--- src/rtl/ident_cfg.svh ---
// identification parameter block: offsets, reset values and fixed word contents
// assumes a 32-bit axi4-lite bus with an 8-bit byte address
`ifndef IDENT_CFG_SVH
`define IDENT_CFG_SVH
// register byte offsets
`define OFF_CTRL   8'h00
`define OFF_MULT   8'h04
`define OFF_XFER   8'h08
`define OFF_CYL    8'h0C
`define OFF_HEAD   8'h10
`define OFF_SPT    8'h14
`define OFF_TOTAL  8'h18
`define OFF_WIDX   8'h1C
`define OFF_WDATA  8'h20
`define OFF_STAT   8'h24
`define NUM_REGS   4'hA
`define RESP_OKAY  2'h0
`define RESP_SLVERR 2'h2
// reset values of host-visible settings
`define RST_CYL    16'h3FFF
`define RST_HEAD   4'hF
`define RST_SPT    8'h3F
`define RST_TOTAL  32'h00FBFC10
`define RST_MULT   8'h01
`define RST_MDMA   3'h0
`define RST_UDMA   7'h20
`define MULT_MAX   8'h01
// field positions
`define XFER_MDMA_LSB 0
`define XFER_UDMA_LSB 8
`define LAST_WORD  8'hFF
// fixed word contents
`define W_GENCFG   16'h045A
`define W_BUFTYPE  16'h0002
`define W_MULTMAX  16'h8001
`define W_CAPAB    16'h0F00
`define W_CAPAB2   16'h4000
`define W_PIOTIM   16'h0200
`define W_VALID    16'h0007
`define W_MULTVLD  8'h01
`define W_MDMASUP  8'h07
`define W_APIO     16'h0003
`define W_MDMA_MIN 16'h0078
`define W_MDMA_REC 16'h0078
`define W_PIO_NOFC 16'h0078
`define W_PIO_FC   16'h0078
`define W_SATACAP  16'h0006
`define W_SATAFEAT 16'h0008
`define W_ATAVER   16'h0080
`define W_FS82     16'h742B
`define W_FS83     16'h5500
`define W_FS84     16'h4002
`define W_FE85     16'h7429
`define W_FE86     16'h1400
`define W_FE87     16'h4002
`define W_UDMASUP  8'h7F
`define W_SECERASE 16'h0003
`define W_MPWREV   16'hFFFE
`define W_SECSTAT  16'h0001
`define W_ROTATE   16'h0001
`define W_SPACES   16'h2020
`define W_MODEL0   16'h5353
`define W_MODEL1   16'h4420
`define W_SERLAST  16'h3031
`define W_FWREV    16'h312E
`endif

--- src/rtl/ident_pkg.sv ---
// identification parameter block: shared types
// assumes ident_cfg.svh for all numeric constants
package ident_pkg;
  // current geometry and capacity as the host sees it
  typedef struct packed {
    logic [15:0] cyl;
    logic [3:0]  head;
    logic [7:0]  spt;
    logic [31:0] total;
    logic [31:0] cap;
  } geom_t;
  // host-changeable transfer settings
  typedef struct packed {
    logic [7:0] mult;
    logic [2:0] mdma;
    logic [6:0] udma;
  } xfer_sel_t;
  typedef enum logic {ST_IDLE, ST_SEND} send_state_t;
endpackage

--- src/rtl/ident_block.sv ---
// identification parameter block: 256-word table, axi4-lite slave, word stream out
// assumes one clock, synchronous reset, and a consumer of the stream on the same clock
//
// Implementation choices: the address map and register access over AXI4-Lite.
`include "ident_cfg.svh"
`timescale 1ns/1ps
`default_nettype none

module ident_block
  import ident_pkg::*;
(
  input  wire logic        clk,
  input  wire logic        rst,
  input  wire logic [7:0]  awaddr,
  input  wire logic        awvalid,
  output logic             awready,
  input  wire logic [31:0] wdata,
  input  wire logic [3:0]  wstrb,
  input  wire logic        wvalid,
  output logic             wready,
  output logic [1:0]       bresp,
  output logic             bvalid,
  input  wire logic        bready,
  input  wire logic [7:0]  araddr,
  input  wire logic        arvalid,
  output logic             arready,
  output logic [31:0]      rdata,
  output logic [1:0]       rresp,
  output logic             rvalid,
  input  wire logic        rready,
  output logic             id_valid,
  output logic [15:0]      id_data,
  output logic             id_last,
  input  wire logic        id_ready
);

  // one word of the table, from its index and the live settings
  function automatic logic [15:0] word_at(input logic [7:0] i, input geom_t g,
                                          input xfer_sel_t s);
    logic [15:0] w;
    w = 16'h0000; // reserved zero
    case (i)
      8'h00: w = `W_GENCFG;
      8'h01: w = g.cyl;
      8'h03: w = {12'h000, g.head};
      8'h06: w = {8'h00, g.spt};
      8'h07: w = g.total[31:16];
      8'h08: w = g.total[15:0];
      8'h13: w = `W_SERLAST;
      8'h14: w = `W_BUFTYPE;
      8'h15: w = `W_BUFTYPE;
      8'h17: w = `W_FWREV;
      8'h1B: w = `W_MODEL0;
      8'h1C: w = `W_MODEL1;
      8'h2F: w = `W_MULTMAX;
      8'h31: w = `W_CAPAB;
      8'h32: w = `W_CAPAB2;
      8'h33: w = `W_PIOTIM;
      8'h35: w = `W_VALID;
      8'h36: w = g.cyl;
      8'h37: w = {12'h000, g.head};
      8'h38: w = {8'h00, g.spt};
      8'h39: w = g.cap[15:0];
      8'h3A: w = g.cap[31:16];
      8'h3B: w = {7'h00, 1'b1, s.mult};
      8'h3C: w = g.total[15:0];
      8'h3D: w = g.total[31:16];
      8'h3F: w = {5'h00, s.mdma, `W_MDMASUP};
      8'h40: w = `W_APIO;
      8'h41: w = `W_MDMA_MIN;
      8'h42: w = `W_MDMA_REC;
      8'h43: w = `W_PIO_NOFC;
      8'h44: w = `W_PIO_FC;
      8'h4C: w = `W_SATACAP;
      8'h4E: w = `W_SATAFEAT;
      8'h50: w = `W_ATAVER;
      8'h52: w = `W_FS82;
      8'h53: w = `W_FS83;
      8'h54: w = `W_FS84;
      8'h55: w = `W_FE85;
      8'h56: w = `W_FE86;
      8'h57: w = `W_FE87;
      8'h58: w = {1'b0, s.udma, `W_UDMASUP};
      8'h59: w = `W_SECERASE;
      8'h5C: w = `W_MPWREV;
      8'h80: w = `W_SECSTAT;
      8'hD9: w = `W_ROTATE;
      default: begin
        if (((i >= 8'h0A) && (i <= 8'h12)) || ((i >= 8'h18) && (i <= 8'h1A))
            || ((i >= 8'h1D) && (i <= 8'h2E))) begin
          w = `W_SPACES;
        end
      end
    endcase
    return w;
  endfunction

  // settings and state
  geom_t       geom_q;
  xfer_sel_t   sel_q;
  send_state_t state_q;
  logic [7:0]  idx_q;
  logic [15:0] data_q;
  logic [7:0]  widx_q;
  // axi holding registers
  logic        aw_held_q;
  logic        w_held_q;
  logic [7:0]  awaddr_q;
  logic [31:0] wdata_q;
  logic [3:0]  wstrb_q;
  logic        bvalid_q;
  logic [1:0]  bresp_q;
  logic        rvalid_q;
  logic [31:0] rdata_q;
  logic [1:0]  rresp_q;

  // register view by word index
  logic [31:0] view [0:9];
  assign view[0] = {31'h00000000, state_q == ST_SEND};
  assign view[1] = {24'h000000, sel_q.mult};
  assign view[2] = {17'h00000, sel_q.udma, 5'h00, sel_q.mdma};
  assign view[3] = {16'h0000, geom_q.cyl};
  assign view[4] = {28'h0000000, geom_q.head};
  assign view[5] = {24'h000000, geom_q.spt};
  assign view[6] = geom_q.total;
  assign view[7] = {24'h000000, widx_q};
  assign view[8] = {16'h0000, word_at(widx_q, geom_q, sel_q)};
  assign view[9] = {16'h0000, idx_q, 7'h00, state_q == ST_SEND};

  // write decode and byte-lane merge
  wire        wr_fire = aw_held_q && w_held_q && !bvalid_q;
  wire [3:0]  aw_idx  = awaddr_q[5:2];
  wire        aw_hit  = (awaddr_q[7:6] == 2'h0) && (aw_idx < `NUM_REGS);
  wire [31:0] wr_old  = aw_hit ? view[aw_idx] : 32'h00000000;
  wire [31:0] wr_mask = {{8{wstrb_q[3]}}, {8{wstrb_q[2]}}, {8{wstrb_q[1]}}, {8{wstrb_q[0]}}};
  wire [31:0] wr_val  = (wdata_q & wr_mask) | (wr_old & ~wr_mask);
  wire        wr_ok   = wr_fire && aw_hit;
  wire        wr_ctrl = wr_ok && (awaddr_q == `OFF_CTRL);
  wire        wr_mult = wr_ok && (awaddr_q == `OFF_MULT);
  wire        wr_xfer = wr_ok && (awaddr_q == `OFF_XFER);
  wire        wr_cyl  = wr_ok && (awaddr_q == `OFF_CYL);
  wire        wr_head = wr_ok && (awaddr_q == `OFF_HEAD);
  wire        wr_spt  = wr_ok && (awaddr_q == `OFF_SPT);
  wire        wr_tot  = wr_ok && (awaddr_q == `OFF_TOTAL);
  wire        wr_widx = wr_ok && (awaddr_q == `OFF_WIDX);

  wire        mult_ok = wr_val[7:0] <= `MULT_MAX;
  // one selected dma mode at most across mdma and udma
  wire [9:0]  dma_sel = {wr_val[`XFER_UDMA_LSB +: 7], wr_val[`XFER_MDMA_LSB +: 3]};
  wire        sel_ok  = (dma_sel & (dma_sel - 10'h001)) == 10'h000;

  // read decode
  wire        rd_take = arvalid && !rvalid_q;
  wire [3:0]  ar_idx  = araddr[5:2];
  wire        ar_hit  = (araddr[7:6] == 2'h0) && (ar_idx < `NUM_REGS);

  // axi handshake outputs
  assign awready = !aw_held_q;
  assign wready  = !w_held_q;
  assign bvalid  = bvalid_q;
  assign bresp   = bresp_q;
  assign arready = !rvalid_q;
  assign rvalid  = rvalid_q;
  assign rdata   = rdata_q;
  assign rresp   = rresp_q;

  // write channel: address and data taken in either order
  always_ff @(posedge clk) begin
    if (rst) begin
      aw_held_q <= 1'b0;
      w_held_q  <= 1'b0;
      awaddr_q  <= 8'h00;
      wdata_q   <= 32'h00000000;
      wstrb_q   <= 4'h0;
      bvalid_q  <= 1'b0;
      bresp_q   <= `RESP_OKAY;
    end else begin
      if (awvalid && !aw_held_q) begin
        aw_held_q <= 1'b1;
        awaddr_q  <= awaddr;
      end else if (wr_fire) begin
        aw_held_q <= 1'b0;
      end
      if (wvalid && !w_held_q) begin
        w_held_q <= 1'b1;
        wdata_q  <= wdata;
        wstrb_q  <= wstrb;
      end else if (wr_fire) begin
        w_held_q <= 1'b0;
      end
      if (wr_fire) begin
        bvalid_q <= 1'b1;
        bresp_q  <= aw_hit ? `RESP_OKAY : `RESP_SLVERR;
      end else if (bready) begin
        bvalid_q <= 1'b0;
      end
    end
  end

  // read channel: answer one cycle after the address is taken
  always_ff @(posedge clk) begin
    if (rst) begin
      rvalid_q <= 1'b0;
      rdata_q  <= 32'h00000000;
      rresp_q  <= `RESP_OKAY;
    end else if (rd_take) begin
      rvalid_q <= 1'b1;
      rdata_q  <= ar_hit ? view[ar_idx] : 32'h00000000;
      rresp_q  <= ar_hit ? `RESP_OKAY : `RESP_SLVERR;
    end else if (rready) begin
      rvalid_q <= 1'b0;
    end
  end

  // host settings; rejected values leave the old setting
  always_ff @(posedge clk) begin
    if (rst) begin
      sel_q.mult   <= `RST_MULT;
      sel_q.mdma   <= `RST_MDMA;
      sel_q.udma   <= `RST_UDMA;
      geom_q.cyl   <= `RST_CYL;
      geom_q.head  <= `RST_HEAD;
      geom_q.spt   <= `RST_SPT;
      geom_q.total <= `RST_TOTAL;
      geom_q.cap   <= 32'h00000000;
      widx_q       <= 8'h00;
    end else begin
      // capacity product, one cycle behind the geometry
      geom_q.cap <= {16'h0000, geom_q.cyl} * {28'h0000000, geom_q.head}
                    * {24'h000000, geom_q.spt};
      if (wr_mult && mult_ok) sel_q.mult <= wr_val[7:0];
      if (wr_xfer && sel_ok) begin
        sel_q.mdma <= wr_val[`XFER_MDMA_LSB +: 3];
        sel_q.udma <= wr_val[`XFER_UDMA_LSB +: 7];
      end
      if (wr_cyl)  geom_q.cyl   <= wr_val[15:0];
      if (wr_head) geom_q.head  <= wr_val[3:0];
      if (wr_spt)  geom_q.spt   <= wr_val[7:0];
      if (wr_tot)  geom_q.total <= wr_val;
      if (wr_widx) widx_q       <= wr_val[7:0];
    end
  end

  // stream outputs
  wire id_step = (state_q == ST_SEND) && id_ready;
  assign id_valid = state_q == ST_SEND;
  assign id_last  = (state_q == ST_SEND) && (idx_q == `LAST_WORD);
  assign id_data  = data_q;

  // ascending word stream, 256 words per start
  always_ff @(posedge clk) begin
    if (rst) begin
      state_q <= ST_IDLE;
      idx_q   <= 8'h00;
      data_q  <= 16'h0000;
    end else begin
      case (state_q)
        ST_IDLE: begin
          if (wr_ctrl && wr_val[0]) begin
            state_q <= ST_SEND;
            idx_q   <= 8'h00;
            data_q  <= word_at(8'h00, geom_q, sel_q);
          end
        end
        ST_SEND: begin
          if (id_step) begin
            if (idx_q == `LAST_WORD) begin
              state_q <= ST_IDLE;
            end else begin
              idx_q  <= idx_q + 8'h01;
              data_q <= word_at(idx_q + 8'h01, geom_q, sel_q);
            end
          end
        end
        default: state_q <= ST_IDLE;
      endcase
    end
  end
endmodule // ident_block

`default_nettype wire

--- config.mk ---
export PLATFORM = sky130hd
export DESIGN_NAME = ident_block
export DESIGN_NICKNAME = d
export VERILOG_FILES = /design/src/rtl/ident_pkg.sv /design/src/rtl/ident_block.sv
export VERILOG_INCLUDE_DIRS = /design/src /design/src/rtl
export SDC_FILE = /design/constraint.sdc
export NUM_CORES = 1
export LEC_CHECK = 0
export ABC_AREA = 1
export BUFFER_PORTS_ARGS = -buffer_cell sky130_fd_sc_hd__clkbuf_2
export CAP_MARGIN = 25
export CORE_MARGIN = 5
export CORE_UTILIZATION = 45
export CTS_CLUSTER_DIAMETER = 120
export DETAILED_ROUTE_END_ITERATION = 7
export GPL_TIMING_DRIVEN = 0
export PLACE_DENSITY = 0.74
export SYNTH_ARGS = -nofsm -noshare
export SYNTH_HDL_FRONTEND = slang
export SYNTH_SLANG_ARGS = --single-unit
--- constraint.sdc ---
create_clock -name clk -period 6.95 [get_ports clk]
set_input_delay 0.695 -clock clk [delete_from_list [all_inputs] [get_ports clk]]
set_output_delay 0.695 -clock clk [all_outputs]
set_load 0.01 [all_outputs]
==> metrics.md <==
| Metric | Value |
|---|---|
| Delay-heaviest family, CP | adder cells |
| Register-to-Register Path Depth | 28 |
| Worst-Margin Slew | 1.26 ns |
| Synthesis-to-layout area growth | 19.1% |
| Vias in the first global route | 20,400 |
| Routed Antenna Nets | 0 |
| Register area | 4450 µm² |
| Tot GR Track Use | 0.359 |
| Multi-input logic area | 13,700 µm² |
| Max Cap Viol | 0 |
| CP Depth | 28 |
| Vias/cell | 5.80 |
| Reg clk slew, reported paths | 0.07 ns |
| Pre-CTS setup slack | -1.53 ns |
| Yosys top cell area share | 0.226 |
| Sink Count | between 200 and 250 |
| Routability congestion estimate | between 1 and 1.5 |
| H-tree levels | 1 |
| RSZ-0062 raised after global routing | yes |
| Final hold slack | 0.366 ns |
| Clock period minus worst slack | around 7.5 ns |
| Yosys top cell by area | dfxtp_1 |
| Wire per inst | roughly 24 µm |
| Slowest cell on crit path | dfxtp_1 |
| Drt total wl | 89,600 µm |
| Slew Limit Fails | 0 |
| CP peak stage delay | between 0.8 and 0.9 ns |
| Finish-stage setup viols | 13 |
| Hold Crit Class | primary input to flop |
| Clock tree from TritonCTS | built |
| Commonest non-fill, non-tap cell in the layout | nand2_1 |
| Starting DRT DRC Count | 2,777 |
| Max frequency | about 130 MHz |
| Port bufs | 110 |
| Failing checks | design-rule violations, negative setup slack |
| Fin. Hold Viols | 0 |
| Worst-Skew Late Latency | 0.56 ns |
| Dominant cells by area after synthesis | dfxtp_1, fa_1, nand2_1 |
| Total grt overflow | 0 |
| Total clock buffers created by CTS | 24 |
| Worst path arrival time | 7.94 ns |
| CP most frequent cell | fa_1 |
| Asr flop ratio synth | 0 |
| Final HPWL DP | 70,100 µm |
| Synth Cell Area | about 20,000 µm² |
| First-pass GRT wire length | roughly 130,000 µm |
| Chip Height | between 200 and 250 µm |
| # IOs | 119 |
| Hold Crit Depth | 3 |
| Status | complete, but fails checks |
| Share of cells above drive strength 1 | 0.160 |
| Final WS setup | -0.538 ns |
| Row count | 76 |
| Most used DFF post-synth | dfxtp_1 |
| Final nets | roughly 3,400 |
| Die W | roughly 220 µm |
| Req. time, crit path | 7.40 ns |
| Worst setup SP type | flop |
| Core area | 43,100 µm² |
| Leak Pwr | about 11 nW |
| Most frequent cells in the layout | nand2_1, inv_1, nor2_1 |
| Die area | between 40,000 and 50,000 µm² |
| Fill cells | approximately 4,200 |
| Largest net degree at the start of global routing | 15 |
| Final period util | 1.08 |
| Power per cell area | 230 nW/µm² |
| Vias | 21,800 |
| Starting Density | 0.454 |
| Warnings, synthesis | 0 |
| Slew HR | 0.163 |
| EDFF count, synth | 0 |
| Cell variety after synth | 64 |
| Clk_skew | 0.0259 ns |
| Seq cells post-synth | 221 |
| Crit path kind | flop to flop |
| Worst VDD drop | around 0.27 mV |
| Pre-Repair DR Iteration Count | 8 |
| Initial antenna violation count | 3 |
| Residual DRC count | 1 |
| Post-Synthesis Cells | roughly 2,900 |
| Sequential fraction of the synthesis area | 0.226 |
| Average size of a mapped cell | 6.64 µm² |
| Setup crit end kind | flop |
| CP max FO | 9 |
| Clock root buffer | clkbuf_16 |
| Buf+Inv Stages, Crit Path | 5 |
| Clock buffer depth | 3 |
[sequential cells by signal, indices dropped and copies added (netlist names), 4 cells and up]
| name | cells |
|---|---|
| awaddr_q | 8 |
| geom_q | 88 |
| id_data | 16 |
| idx_q | 8 |
| rdata | 32 |
| sel_q | 18 |
| wdata_q | 32 |
| widx_q | 8 |
| wstrb_q | 4 |
[through the flow]
stage	area, µm²	total power [mW]	cells	TNS [ns]	util
final	23300	5.36	3758	-3.91	0.541
after global routing	23300	5.67	3754	-7.92	0.541
after CTS	22700	5.00	3724	-2.10	0.527
after detailed placement	21000	3.23	3644	-16.64	0.488
after global placement	21000	3.21	3642	-15.47	0.487
after floorplan	19700	2.74	2947	0	-
[kinds of logic after synthesis]
family	synth area share
and+or+nand+nor	0.273
AOI/OAI and AO/OA	0.188
buffers and inverters	0.118
DFF	0.226
adders and majority gates	0.188
xor gates and xnor gates	0.00761
other	0.000192
[repair_timing]
item / CTS / global route
setup endpoints to repair: 19 / 18
resized for setup: 126 / 92
pin swaps: 42 / 63
hold buffers: 0 / 0
gates cloned: 0 / 1
setup buffers: 43 / 35
[worst paths after layout]
check	start	to	slack, ns
setup / recovery	geom_q[86]$_SDFFE_PP1P_	geom_q[26]$_SDFF_PP0_	-0.54
hold / removal	awaddr[1]	awaddr_q[1]$_SDFFE_PP0P_	0.37
hold reg to reg	sel_q[12]$_SDFFE_PP0P_	sel_q[12]$_SDFFE_PP0P_	0.45
setup reg to reg	geom_q[86]$_SDFFE_PP1P_	geom_q[26]$_SDFF_PP0_	-0.54
[worst min-delay path, stage by stage]
cell and delay [ns]:
clkbuf_2 0.08, nor2_1 0.03, nor2_1 0.08
[layer usage]
| layer | GRT usage | part of all wire | wire [µm] | vias to the layer above |
|---|---|---|---|---|
| li1 | - | - | - | 9892 |
| met1 | 0.496 | 0.41 | 36400 | 10500 |
| met2 | 0.550 | 0.44 | 39400 | 1263 |
| met3 | 0.0873 | 0.11 | 9980 | 195 |
| met4 | 0.125 | 0.043 | 3820 | 0 |
| met5 | 0 | 0 | 0 | - |
[power by group]
group          switching (mW)  leakage (nW)  internal [mW]  total [mW]
Combinational            1.47          9.13           1.07        2.54
Clock                   0.566         0.414          0.833        1.40
Sequential             0.0743          1.80           1.35        1.43
[cells in the mapped netlist, types with 34 or more instances]
cell type and number:
nor3_1 34, a21oi_1 228, fa_1 136, inv_1 434, o211ai_1 43, o21ai_0 222
dfxtp_1 221, nor2_1 399, nand2_1 617, clkbuf_1 91, ha_1 76, nand3_1 107
[final cells by class]
cell class	instances	area share
clock inverters	12	0.00806
multi-input cells	2136	0.588
plain buffers	117	0.0244
flip-flops and latches	221	0.191
well taps	585	0.0314
inverters	460	0.0746
clock buffers	32	0.0288
diodes	4	0.000430
repair buffers	191	0.0527
No activity file was read; power rests on OpenSTA's default activity.
